## src/mimb_pkg.sv

```systemverilog
// Purpose: constants for the monitor interrupt mask banks
// Assumes: byte-wide register port of the device's register file
// Notes:   one definition per number; code uses mimb_pkg::name
package mimb_pkg;
    localparam int unsigned REG_W          = 8;        // register width
    localparam int unsigned ADDR_W         = 8;        // register index width
    localparam logic [7:0]  OFS_MASK_GRP3  = 8'h1a;    // fan tach mask bank
    localparam logic [7:0]  OFS_MASK_GRP4  = 8'h1b;    // misc source mask bank
    localparam logic [7:0]  RST_MASK_GRP3  = 8'h00;    // power-on value, fan bank
    localparam logic [7:0]  RST_MASK_GRP4  = 8'h00;    // power-on value, misc bank
    localparam logic [7:0]  RDATA_IDLE     = 8'h00;    // read data at reset and for unmapped indices
    // field positions in group 4
    localparam int unsigned BIT_INT_TEMP   = 0;
    localparam int unsigned BIT_BATTERY    = 1;
    localparam int unsigned BIT_AIN8       = 2;
    localparam int unsigned BIT_OVERTEMP   = 3;
    localparam int unsigned BIT_AUTO_COOL  = 4;
    localparam int unsigned BIT_UNUSED     = 5;
    localparam int unsigned BIT_ENCLOSURE  = 6;
    localparam logic [7:0]  GRP4_IMPL_MASK = 8'h5f;    // bits that store a value
endpackage

```

## src/mimb_top.sv

```systemverilog
// Purpose: two interrupt mask banks, one for the fan tach channels and one
//          for the remaining monitor sources, each bit gating one source except misc bits 5 and 7
// Assumes: register port is synchronous to clk; write strobe is one cycle;
//          source events are already synchronous to clk
// Notes:   read data is registered, one cycle after the read strobe;
//          gating is combinational and stores no event, so a mask set
//          while a source is active hides it and clearing shows it again;
//          status latching and the interrupt pin live outside this block
module mimb_top #(
    parameter int unsigned TACH_N = 8                      // fan tach channels
) (
    input  wire logic              clk,                   // 20 MHz device clock
    input  wire logic              sys_rst,               // asynchronous, active high
    input  wire logic [7:0]        reg_addr,              // register index
    input  wire logic              reg_wr,                // write strobe
    input  wire logic [7:0]        reg_wdata,             // write data
    input  wire logic              reg_rd,                // read strobe
    output logic      [7:0]        reg_rdata,             // registered read data
    output logic                   reg_hit,               // address hits a mask bank
    input  wire logic [TACH_N-1:0] tach_event,            // fan tach limit events
    input  wire logic              int_temp_event,        // internal temperature event
    input  wire logic              battery_event,         // battery voltage event
    input  wire logic              ain8_event,            // analog input 8 event
    input  wire logic              overtemp_alarm_signal, // overtemperature alarm event
    input  wire logic              auto_cool_event,       // automatic cooling event
    input  wire logic              enclosure_event,       // enclosure intrusion event
    output logic      [TACH_N-1:0] tach_irq_req,          // unmasked tach events
    output logic      [6:0]        misc_irq_req           // unmasked misc events, bit 5 zero
);

    ////////////////////////////////////////////////////////////////////////
    // parameter checks
    // the fan bank is one byte and every bit gates one channel, so any
    // other channel count would leave masks without sources or sources
    // without masks; refuse it while elaborating instead of mis-gating
    generate
        if (TACH_N != mimb_pkg::REG_W) begin : gen_bad_tach_n
            $error("mimb_top: TACH_N must equal the register width");
        end
    endgenerate

    ////////////////////////////////////////////////////////////////////////
    // mask storage
    logic [7:0] interrupt_mask_group3_reg;    // fan tach masks, one bit a channel
    logic [7:0] interrupt_mask_group3_next;   // next value of the fan bank
    logic [7:0] interrupt_mask_group4_reg;    // misc source masks
    logic [7:0] interrupt_mask_group4_next;   // next value of the misc bank
    logic [7:0] rdata_next;                   // read mux result
    logic       wr_group3;                    // write to the fan bank this cycle
    logic       wr_group4;                    // write to the misc bank this cycle

    // address decode, shared by the write, read and hit paths
    function automatic logic is_addr(
        input logic [7:0] a,     // index on the register port
        input logic [7:0] ofs    // index of one bank
    );
        is_addr = (a == ofs);
    endfunction

    // per-bank write enables; a write to any other index is dropped
    assign wr_group3 = reg_wr & is_addr(reg_addr, mimb_pkg::OFS_MASK_GRP3);
    assign wr_group4 = reg_wr & is_addr(reg_addr, mimb_pkg::OFS_MASK_GRP4);

    // next mask values: a write replaces the whole bank; there is no
    // per-bit set or clear, so software rewrites the full byte to change
    // one source and must keep its own copy of the other bits
    always_comb begin
        interrupt_mask_group3_next = interrupt_mask_group3_reg;   // hold by default
        interrupt_mask_group4_next = interrupt_mask_group4_reg;   // hold by default
        if (wr_group3) begin
            interrupt_mask_group3_next = reg_wdata;
        end
        if (wr_group4) begin
            // bit 5 and bit 7 store nothing, so they read back zero
            interrupt_mask_group4_next = reg_wdata & mimb_pkg::GRP4_IMPL_MASK;
        end
    end

    // mask registers only; both banks power up with every source passing
    always_ff @(posedge clk or posedge sys_rst) begin
        if (sys_rst) begin
            interrupt_mask_group3_reg <= mimb_pkg::RST_MASK_GRP3;
            interrupt_mask_group4_reg <= mimb_pkg::RST_MASK_GRP4;
        end else begin
            interrupt_mask_group3_reg <= interrupt_mask_group3_next;
            interrupt_mask_group4_reg <= interrupt_mask_group4_next;
        end
    end

    ////////////////////////////////////////////////////////////////////////
    // register read path
    // the mux looks at the banks as they stand before the edge, so a read
    // and a write in one cycle return the old value of the bank
    always_comb begin
        rdata_next = reg_rdata;                                   // stands until the next read
        if (reg_rd) begin
            if (is_addr(reg_addr, mimb_pkg::OFS_MASK_GRP3)) begin
                rdata_next = interrupt_mask_group3_reg;
            end else if (is_addr(reg_addr, mimb_pkg::OFS_MASK_GRP4)) begin
                rdata_next = interrupt_mask_group4_reg;
            end else begin
                rdata_next = mimb_pkg::RDATA_IDLE;                // unmapped index
            end
        end
    end

    // read data register; it stands until the next read strobe, so a slow
    // host may pick it up at leisure
    always_ff @(posedge clk or posedge sys_rst) begin
        if (sys_rst) begin
            reg_rdata <= mimb_pkg::RDATA_IDLE;
        end else begin
            reg_rdata <= rdata_next;
        end
    end

    // hit flag for the surrounding register file; combinational, it
    // follows the index in the same cycle and needs no strobe
    assign reg_hit = is_addr(reg_addr, mimb_pkg::OFS_MASK_GRP3) |
                     is_addr(reg_addr, mimb_pkg::OFS_MASK_GRP4);

    ////////////////////////////////////////////////////////////////////////
    // named mask fields of the fan bank, one per tach channel
    logic              tach0_irq_mask;   // channel 0 blocked
    logic              tach1_irq_mask;   // channel 1 blocked
    logic              tach2_irq_mask;   // channel 2 blocked
    logic              tach3_irq_mask;   // channel 3 blocked
    logic              tach4_irq_mask;   // channel 4 blocked
    logic              tach5_irq_mask;   // channel 5 blocked
    logic              tach6_irq_mask;   // channel 6 blocked
    logic              tach7_irq_mask;   // channel 7 blocked
    logic [TACH_N-1:0] tach_mask;        // fan masks as a vector

    // bit n of the fan bank belongs to channel n
    assign tach0_irq_mask = interrupt_mask_group3_reg[0];
    assign tach1_irq_mask = interrupt_mask_group3_reg[1];
    assign tach2_irq_mask = interrupt_mask_group3_reg[2];
    assign tach3_irq_mask = interrupt_mask_group3_reg[3];
    assign tach4_irq_mask = interrupt_mask_group3_reg[4];
    assign tach5_irq_mask = interrupt_mask_group3_reg[5];
    assign tach6_irq_mask = interrupt_mask_group3_reg[6];
    assign tach7_irq_mask = interrupt_mask_group3_reg[7];

    // back into a vector for the gate, channel 0 in bit 0
    assign tach_mask = {tach7_irq_mask, tach6_irq_mask, tach5_irq_mask, tach4_irq_mask,
                        tach3_irq_mask, tach2_irq_mask, tach1_irq_mask, tach0_irq_mask};

    ////////////////////////////////////////////////////////////////////////
    // named mask fields of the misc bank
    logic       int_temp_irq_mask;          // internal temperature blocked
    logic       battery_voltage_irq_mask;   // battery voltage blocked
    logic       analog_input_8_irq_mask;    // analog input 8 blocked
    logic       overtemp_alarm_irq_mask;    // overtemperature alarm blocked
    logic       auto_cooling_irq_mask;      // automatic cooling blocked
    logic       enclosure_open_irq_mask;    // enclosure intrusion blocked
    logic [6:0] misc_mask;                  // misc masks in bank bit order
    logic [6:0] misc_raw;                   // misc sources in bank bit order

    // field positions come from the package; bit 5 and bit 7 have no source
    assign int_temp_irq_mask        = interrupt_mask_group4_reg[mimb_pkg::BIT_INT_TEMP];
    assign battery_voltage_irq_mask = interrupt_mask_group4_reg[mimb_pkg::BIT_BATTERY];
    assign analog_input_8_irq_mask  = interrupt_mask_group4_reg[mimb_pkg::BIT_AIN8];
    assign overtemp_alarm_irq_mask  = interrupt_mask_group4_reg[mimb_pkg::BIT_OVERTEMP];
    assign auto_cooling_irq_mask    = interrupt_mask_group4_reg[mimb_pkg::BIT_AUTO_COOL];
    assign enclosure_open_irq_mask  = interrupt_mask_group4_reg[mimb_pkg::BIT_ENCLOSURE];

    // misc masks in bank bit order; the unused bit 5 never masks anything
    always_comb begin
        misc_mask                                = 7'h00;
        misc_mask[mimb_pkg::BIT_INT_TEMP]  = int_temp_irq_mask;
        misc_mask[mimb_pkg::BIT_BATTERY]   = battery_voltage_irq_mask;
        misc_mask[mimb_pkg::BIT_AIN8]      = analog_input_8_irq_mask;
        misc_mask[mimb_pkg::BIT_OVERTEMP]  = overtemp_alarm_irq_mask;
        misc_mask[mimb_pkg::BIT_AUTO_COOL] = auto_cooling_irq_mask;
        misc_mask[mimb_pkg::BIT_ENCLOSURE] = enclosure_open_irq_mask;
    end

    // misc sources in bank bit order; bit 5 has no source and stays low
    always_comb begin
        misc_raw                           = 7'h00;
        misc_raw[mimb_pkg::BIT_INT_TEMP]  = int_temp_event;
        misc_raw[mimb_pkg::BIT_BATTERY]   = battery_event;
        misc_raw[mimb_pkg::BIT_AIN8]      = ain8_event;
        misc_raw[mimb_pkg::BIT_OVERTEMP]  = overtemp_alarm_signal;
        misc_raw[mimb_pkg::BIT_AUTO_COOL] = auto_cool_event;
        misc_raw[mimb_pkg::BIT_ENCLOSURE] = enclosure_event;
    end

    ////////////////////////////////////////////////////////////////////////
    // gating
    // combinational so a cleared mask passes the very next event; the
    // trade is that a glitch on a source reaches the output unfiltered,
    // so sources are expected to come straight from flip-flops; a mask
    // never alters or clears the event itself, it only hides it
    mimb_gate #(
        .N         (TACH_N)
    ) u_tach_gate (
        .event_in  (tach_event),
        .mask      (tach_mask),
        .event_out (tach_irq_req)
    );

    // bit k of the misc bank blocks source k
    mimb_gate #(
        .N         (7)
    ) u_misc_gate (
        .event_in  (misc_raw),
        .mask      (misc_mask),
        .event_out (misc_irq_req)
    );
endmodule

```

## src/mimb_gate.sv

```systemverilog
// Purpose: per-source mask gate; a set mask bit blocks that source
// Assumes: events are one-cycle pulses or levels from the measurement logic
// Notes:   purely combinational, no storage; the mask never alters the event
module mimb_gate #(
    parameter int unsigned N = 8
) (
    input  wire logic [N-1:0] event_in,   // raw source events
    input  wire logic [N-1:0] mask,       // one blocks a source
    output logic      [N-1:0] event_out   // events allowed to interrupt
);
    // a gate without sources makes no sense; refuse it while elaborating
    generate
        if (N == 0) begin : gen_bad_n
            $error("mimb_gate: N must be at least one");
        end
    endgenerate

    // gate each source by its own mask bit
    genvar g;
    generate
        for (g = 0; g < N; g++) begin : gen_gate
            assign event_out[g] = event_in[g] & ~mask[g];
        end
    endgenerate
endmodule

```

## config.mk

```make
export PLATFORM = sky130hd
export DESIGN_NAME = mimb_top
export DESIGN_NICKNAME = d
export VERILOG_FILES = /design/src/mimb_pkg.sv /design/src/mimb_top.sv /design/src/mimb_gate.sv
export SDC_FILE = /design/constraint.sdc
export NUM_CORES = 1
export LEC_CHECK = 0
export BUFFER_PORTS_ARGS = -buffer_cell sky130_fd_sc_hd__buf_2
export CAP_MARGIN = 20
export CORE_UTILIZATION = 47
export DETAILED_ROUTE_END_ITERATION = 8
export PLACE_DENSITY_LB_ADDON = 0.3
export SYNTH_ARGS = -nofsm -noshare
export SYNTH_HDL_FRONTEND = slang
export SYNTH_SLANG_ARGS = --single-unit
```

## constraint.sdc

```tcl
create_clock -name clk -period 4.34 [get_ports clk]
set_input_delay 0.868 -clock clk [delete_from_list [all_inputs] [get_ports clk]]
set_output_delay 0.868 -clock clk [all_outputs]
set_load 0.01 [all_outputs]
```

==> results.md, run 1 <==
* # resized after CTS at 0
* Final period util at 69.52%
* Max frequency at ~330 MHz
* Row cnt at 17
* Worst Setup Path Type: in2out
* Status: finished clean
* Cts hold-fix bufs at 0
* Clk root buf: clkbuf_4
* Overall power at between 0.3 and 0.4 mW
* Cts bufs inserted at 3
* Final setup vio count at 0
* Peak VDD IR at around 160 uV
* Cell chain of the critical path: buf_2 -> or4b_4 -> or2_2 -> inv_1 -> buf_2
* Hold Startpoint: reg_rdata[0]$_DFFE_PP0P_
* EDFF count, synth at 0
* N_diodes at 0
* Max Slew Vio Count at 0
* Placed cell count at between 150 and 200
* Yosys warnings at 0
* DRC at 0
* Setup TNS at 0 ns
* 1st-iter DRT viols at 17
* Core area at 2191 um2
* Latest clock arrival within the worst-skew pair at 0.30 ns
* TritonCTS clock tree: yes
* Initial Util at between 40% and 50%
* Post-CTS Repair Setup Buffers at 0
* Seq cells post-synth at 22
* Layout net count at 185
* Final non-filler cell total at about 180
* Commonest cells post-synth: dfrtp_1 (22), mux2_2 (20), nor2b_1 (14)
* Worst r2r src: interrupt_mask_group4_reg[4]$_DFFE_PP0P_
* Tmin final at 3.017 ns
* Post-Synthesis Net Count at 129
* Hold Path Cell Cnt at 2
* Via count at 917
* RSZ-0062 raised after global routing: no
* Slew @ Worst Pin at 0.8179 ns
* Largest net degree at the start of global routing at 23
* Grt ovf at 0
* Area grow syn2layout at 28.92%
* Synthesized instance count at 95
* Met2 wire len at 1.175 mm
* Cell Area, Synth at around 1100 um2
* Post-DRT Antenna Nets at 0
* Synth area leaders: dfrtp_1 (51%), mux2_2 (21%), nor2b_1 (8.1%)
* Clock Path Buffers at 2
* Leakage at 0.7559 nW
* Top-area cell type share of the netlist area at 50.69%
* Initial antenna violation count at 0
* Max layer used: met4
* Slowest cell on crit path: or4b_4
* Data required, critical path at 3.47 ns
* First-pass GRT wire length at roughly 3.8 mm
* DP HPWL at 1.754 mm
* Layout cell share with drive strength beyond 1 at 55.70%
* Post-synthesis sequential area ratio at 50.69%
* CTS sink cnt at 22
* Worst R2R Path Depth at 3
* Critical Path AT at 2.15 ns
* Die extent in y at 50.07 um
* GP Congestion at 0.6394
* Reg2reg setup slack at 3.38 ns
* Reg clk slew, reported paths at 0.11 ns
* PwrDens at 256.4 nW/um2
* Die X at 50.07 um
* Top_reg_cell synth: dfrtp_1
* Async set-reset flop share out of synthesis at 100.0%
* Slew margin rel. at between 40% and 50%
* Max_cap viols at 0
* Max incr delay on CP at 0.57 ns
* Routed met1 length at roughly 950 um
* Min-Delay Endpoint: reg_rdata[0]$_DFFE_PP0P_
* Vias in the first global route at 859
* I/O Pins at 58
* CP most frequent cell: buf_2
* Via-to-Cell Ratio at 5.181
* First-pass iteration count of the detailed router at 4
* Leading area contributor after synthesis: dfrtp_1
* CP Launch Type: input port
* Crit. End Element: primary output
* DRT Wirelength at ~2.3 mm
* Fin. Hold Viols at 0
* Wire per inst at 13.15 um
* Top-count cell post-synth: dfrtp_1
* H-tree depth at 1
* Total Routing Usage GR at 20.38%
* Hold WC Path Type: reg2reg
* Met3 routed WL at 182 um
* Post-Route Skew at 0.003764 ns
* Critical-path maximum fanout at 9
* Syn avg cell area at 11.43 um2
* Synth cell types at 17
* Die area at 2507 um2
* PortBufs at 56
* Reg-to-Reg End: reg_rdata[4]$_DFFE_PP0P_
-- through the flow --
stage | util, % | setup WS, ns | area (um2) | hold slack [ns]
global route | 63.91 | 1.301 | 1400 | 0.5569
CTS | 63.91 | 1.326 | 1400 | 0.5389
finish | 63.91 | 1.323 | 1400 | 0.5372
floorplan | - | 1.487 | 1086 | 0.4983
global placement | 62.88 | 1.350 | 1378 | 0.5147
detailed placement | 62.88 | 1.329 | 1378 | 0.5219
-- cell families after synthesis --
family / count (synthesis) / synth area share (%)
compound gates: 8 / 5.070
flops: 22 / 50.69
other cells: 1 / 0.3453
mux: 20 / 20.74
buf+inv: 16 / 5.991
simple gates: 28 / 17.17
-- power by group --
part           leakage, nW  internal [mW]  switching [mW]  total, mW
Sequential           0.305          0.211         0.00450      0.216
Clock               0.0138         0.0324          0.0583     0.0907
Combinational        0.437         0.0279          0.0248     0.0526
-- routing by layer --
metal	track usage (%)	vias up
met1	23.60	439
met4	7.143	0
met2	36.00	42
met3	4.938	4
li1	-	432
met5	0	-
-- critical path: cells and delay by family --
| kind | cells | cell delay [ns] |
|---|---|---|
| buffers and inverters | 3 | 0.30 |
| AND/OR/NAND/NOR | 2 | 0.99 |
-- cell usage in the layout (no fill, tap or decap), drive strengths merged --
master	Yosys	final
o32ai	2	2
clkbuf	2	3
nand3b	1	1
nor4	1	1
or4b	1	1
or2	1	1
dfrtp	22	22
buf	3	56
inv	11	11
nor2b	14	14
o22ai	6	6
conb	1	1
nand2	9	9
mux2	20	20
nor3	1	1
-- area by class of cell --
| type | instances | area [um2] |
|---|---|---|
| inverter | 11 | 41.29 |
| multi-input combinational | 57 | 470.5 |
| sequential | 22 | 550.5 |
| timing repair buffer | 56 | 280.3 |
| clock buffer | 3 | 22.52 |
| tap | 28 | 35.03 |
| fill | 189 | 790.8 |
-- worst max path at each step --
stage | to | startpoint | slack [ns] | cells after the start
2_1_floorplan | reg_hit | reg_addr[7] | 1.49 | 4
3_3_place_gp | reg_hit | reg_addr[7] | 1.35 | 5
3_5_place_dp | reg_hit | reg_addr[7] | 1.33 | 5
4_1_cts | reg_hit | reg_addr[7] | 1.33 | 5
5_1_grt | reg_hit | reg_addr[7] | 1.30 | 5
6_report | reg_hit | reg_addr[7] | 1.32 | 5
Note: power is estimated with default switching activity, not from simulation.
==> run 2, diff against run 1 <==
Settings changed: ABC_AREA from default to 1, CORE_UTILIZATION 47 to 46.
Clock period 4.34 ns to 2.9 ns, I/O delays scaled along.
==> run 2 against run 1 <==
Global-route usage decreased by 1.7 points. Cell count increased by 39%. Critical path depth increased by 2. Worst setup slack got worse by 0.39 ns. Sequential share of layout area decreased by 3.8 points. Clock skew increased by 0.0050 ns. Design area increased by 11%. Wire length increased by 0.39%. Area after synthesis increased by 13%. Count of clock-buffer cells in the layout increased by 1. Combinational power increased by 63%. Largest cell class unchanged. Highest routed layer unchanged.
==> results.md, run 2 <==
* Grt met1 use at 23.19% (was 23.60%)
* Max Slew Vio Count at 0 (unchanged)
* Post-CTS Repair Setup Buffers at 0 (unchanged)
* Crit path from: reg_addr[6] (was reg_addr[7])
* Top-count cell post-synth: nand2_1 (was dfrtp_1)
* First-pass iteration count of the detailed router at 4 (unchanged)
* Placed cell count at 242 (was 174)
* Latest clock arrival within the worst-skew pair at 0.30 ns (about the same)
* Die X at 53.68 um (was 50.07 um)
* Hold Slack at 0.4151 ns (was 0.5372 ns)
* Area grow syn2layout at 26.07% (was 28.92%)
* Area after DPL at 1513 um2 (was 1378 um2)
* Data required, critical path at 2.32 ns (was 3.47 ns)
* Top-area cell type share of the netlist area at 44.81% (was 50.69%)
* RSZ-0062 raised after global routing: no (unchanged)
* Layout cell share with drive strength beyond 1 at 36.11% (was 55.70%)
* Core area at 2500 um2 (was 2191 um2)
* Fin. Hold Viols at 0 (unchanged)
* Critical Path AT at 1.38 ns (was 2.15 ns)
* Synth area leaders: dfrtp_1 (45%), nand2_1 (16%), inv_1 (8.9%) (was dfrtp_1 (51%), mux2_2 (21%), nor2b_1 (8.1%))
* Leading area contributor after synthesis: dfrtp_1 (unchanged)
* DRT Wirelength at 2.337 mm (was 2.328 mm)
* CTS sink cnt at 22 (unchanged)
* Final setup vio count at 0 (unchanged)
* Slew margin rel. at 44.89% (was 45.41%)
* Slew @ Worst Pin at 0.8257 ns (was 0.8179 ns)
* Cts bufs inserted at 3 (unchanged)
* CP Launch Type: input port (unchanged)
* Util after Layout at 61.96% (was 63.91%)
* EDFF count, synth at 0 (unchanged)
* Seq cells post-synth at 22 (unchanged)
* Setup TNS at 0 ns (unchanged)
* Synth cell types at 18 (was 17)
* Wire per inst at 9.500 um (was 13.15 um)
* Crit. End Element: primary output (unchanged)
* Via-to-Cell Ratio at 4.508 (was 5.181)
* Initial Util at 49.15% (was 49.57%)
* Initial antenna violation count at 0 (unchanged)
* Fin area at 1549 um2 (was 1400 um2)
* Vias in the first global route at 848 (was 859)
* PortBufs at 56 (unchanged)
* Cell Area, Synth at 1229 um2 (was 1086 um2)
* Status: finished clean (unchanged)
* Reg2reg setup slack at 2.12 ns (was 3.38 ns)
* Sw frac at 24.98% (was 24.40%)
* Clock Power Share at 28.2% (was 25.3%)
* I/O Pins at 58 (unchanged)
* Synthesized instance count at 160 (was 95)
* Peak VDD IR at 322.5 uV (was 162.7 uV)
* PwrDens at 369.0 nW/um2 (was 256.4 nW/um2)
* GR Layer Usage met2 at 30.25% (was 36.00%)
* Final worst slack at 0.9368 ns (was 1.323 ns)
* Hold WC Path Type: in2async (was reg2reg)
* Final non-filler cell total at 246 (was 177)
* Tmin final at 1.963 ns
* Fillers at 246 (was 189)
* Critical-path maximum fanout at 15 (was 9)
* Slowest cell on crit path: nor2_8 (was or4b_4)
* Worst r2r src: interrupt_mask_group4_reg[1]$_DFFE_PP0P_ (was interrupt_mask_group4_reg[4]$_DFFE_PP0P_)
* Overall power at 0.5716 mW (was 0.3590 mW)
* Sw Pwr at 0.1428 mW (was 0.08760 mW)
* Max frequency at 509.4 MHz
* Final period util at 67.70%
* Die area at 2882 um2 (was 2507 um2)
* Post-Route Skew at 0.008745 ns (was 0.003764 ns)
* Register share of total power at 56.7% (was 60.1%)
* Busiest grt layer: met2 (unchanged)
* Post-Synthesis Net Count at 194 (was 129)
* H-tree depth at 1 (unchanged)
* Commonest cells post-synth: nand2_1 (52), inv_1 (29), dfrtp_1 (22) (was dfrtp_1 (22), mux2_2 (20), nor2b_1 (14))
* Async set-reset flop share out of synthesis at 100.0% (unchanged)
* N_diodes at 0 (unchanged)
* Post-synthesis sequential area ratio at 44.81% (was 50.69%)
* Yosys warnings at 0 (unchanged)
* Clk root buf: clkbuf_4 (unchanged)
* Pint at 0.4288 mW (was 0.2714 mW)
* DRC at 0 (unchanged)
* Cell chain of the critical path: buf_2 -> inv_1 -> nand2_1 -> nor2_8 -> nand2_4 -> nand2_1 -> buf_2 (was buf_2 -> or4b_4 -> or2_2 -> inv_1 -> buf_2)
* Post-DRT Antenna Nets at 0 (unchanged)
* # resized after CTS at 0 (unchanged)
* Clock Path Buffers at 2 (unchanged)
* Layout net count at 251 (was 185)
* Worst Setup Path Type: in2out (unchanged)
* Via count at 1109 (was 917)
* Cts hold-fix bufs at 0 (unchanged)
* 1st-iter DRT viols at 16 (was 17)
* Top_reg_cell synth: dfrtp_1 (unchanged)
* Commonest non-fill, non-tap cells in the layout: buf_2 (56), nand2_1 (52), inv_1 (29), dfrtp_1 (22), nor2_1 (14) (was buf_2 (56), dfrtp_1 (22), mux2_2 (20), nor2b_1 (14), inv_1 (11))
* Max_cap viols at 0 (unchanged)
* First-pass GRT wire length at 3.753 mm (unchanged)
* Reg clk slew, reported paths at 0.11 ns (about the same)
* Crit-path leading delay family: simple AND/OR/NAND/NOR gates (unchanged)
* Total Routing Usage GR at 18.68% (was 20.38%)
* Buf+Inv Stages, Crit Path at 3 (unchanged)
* GP Congestion at 0.7475 (was 0.6394)
* TritonCTS clock tree: yes (unchanged)
* DP HPWL at 1.889 mm (was 1.754 mm)
* Most common cell after layout, fill and taps aside: buf_2 (unchanged)
* Comb pwr share at 15.0% (was 14.7%)
* Max incr delay on CP at 0.23 ns (was 0.57 ns)
* Syn avg cell area at 7.679 um2 (was 11.43 um2)
* Pre-CTS WS at 0.9246 ns (was 1.329 ns)
* Grt ovf at 0 (unchanged)
* Leakage at 1.018 nW (was 0.7559 nW)
* Largest net degree at the start of global routing at 23 (unchanged)
* Row cnt at 18 (was 17)
* Die extent in y at 53.68 um (was 50.07 um)
* M3 GR Usage at 5.932% (was 4.938%)
==> run 2: changes by cell type after synthesis, moves of 3 or more <==
| cell | delta |
|---|---|
| o21ai_2 | +8 |
| o22ai_1 | -6 |
| nor2b_1 | -14 |
| nor2_1 | +14 |
| nand2_1 | +43 |
| inv_1 | +18 |
| mux2_2 | -20 |
| o21ai_0 | +6 |
| nand3_1 | +12 |
| nand2_2 | +3 |
==> run 2: worst paths after layout <==
path / endpoint / cells after the start
hold reg to reg: reg_rdata[3]$_DFFE_PP0P_ / 2
min in group clk: interrupt_mask_group4_reg[3]$_DFFE_PP0P_ / 3
max in group asynchronous: interrupt_mask_group3_reg[4]$_DFFE_PP0P_ / 2
setup / recovery: reg_hit / 7
setup reg to reg: reg_rdata[1]$_DFFE_PP0P_ / 4
hold / removal: interrupt_mask_group3_reg[7]$_DFFE_PP0P_ / 2
==> run 2: kinds of logic after synthesis <==
group                  share of synthesized area (%)
AOI/OAI and AO/OA                              8.962
buffers and inverters                          11.91
DFF                                            44.81
other                                         0.3052
and+or+nand+nor                                34.01
==> run 2: worst reg2reg max path, cell delays in order (launching register included) <==
cell     delay, ns
dfrtp_1       0.42
nand3_1       0.09
nand2_1       0.06
nand2_1       0.06
nand2_1       0.05
==> run 2: area by class of cell <==
cell class / count / area, um2 / share of cell area, %
clock buffer: 4 / 36.28 / 2.342
timing repair buffer: 56 / 280.3 / 18.09
inverter: 30 / 112.6 / 7.270
tap: 30 / 37.54 / 2.423
multi-input combinational: 104 / 531.8 / 34.33
sequential: 22 / 550.5 / 35.54
==> run 2: routing by layer <==
layer / routed length (um) / share of wire, %
met1: 1090 / 47
met2: 1096 / 47
met3: 119 / 5.1
met4: 30 / 1.3
met5: 0 / 0
==> run 2: power groups by stage <==
stage	combinational, mW	sequential, mW	clock, mW
floorplan	0.0539	0.327	0
global placement	0.0854	0.331	0
detailed placement	0.0871	0.330	0
CTS	0.0875	0.324	0.170
global route	0.0986	0.326	0.180
finish	0.0859	0.324	0.161
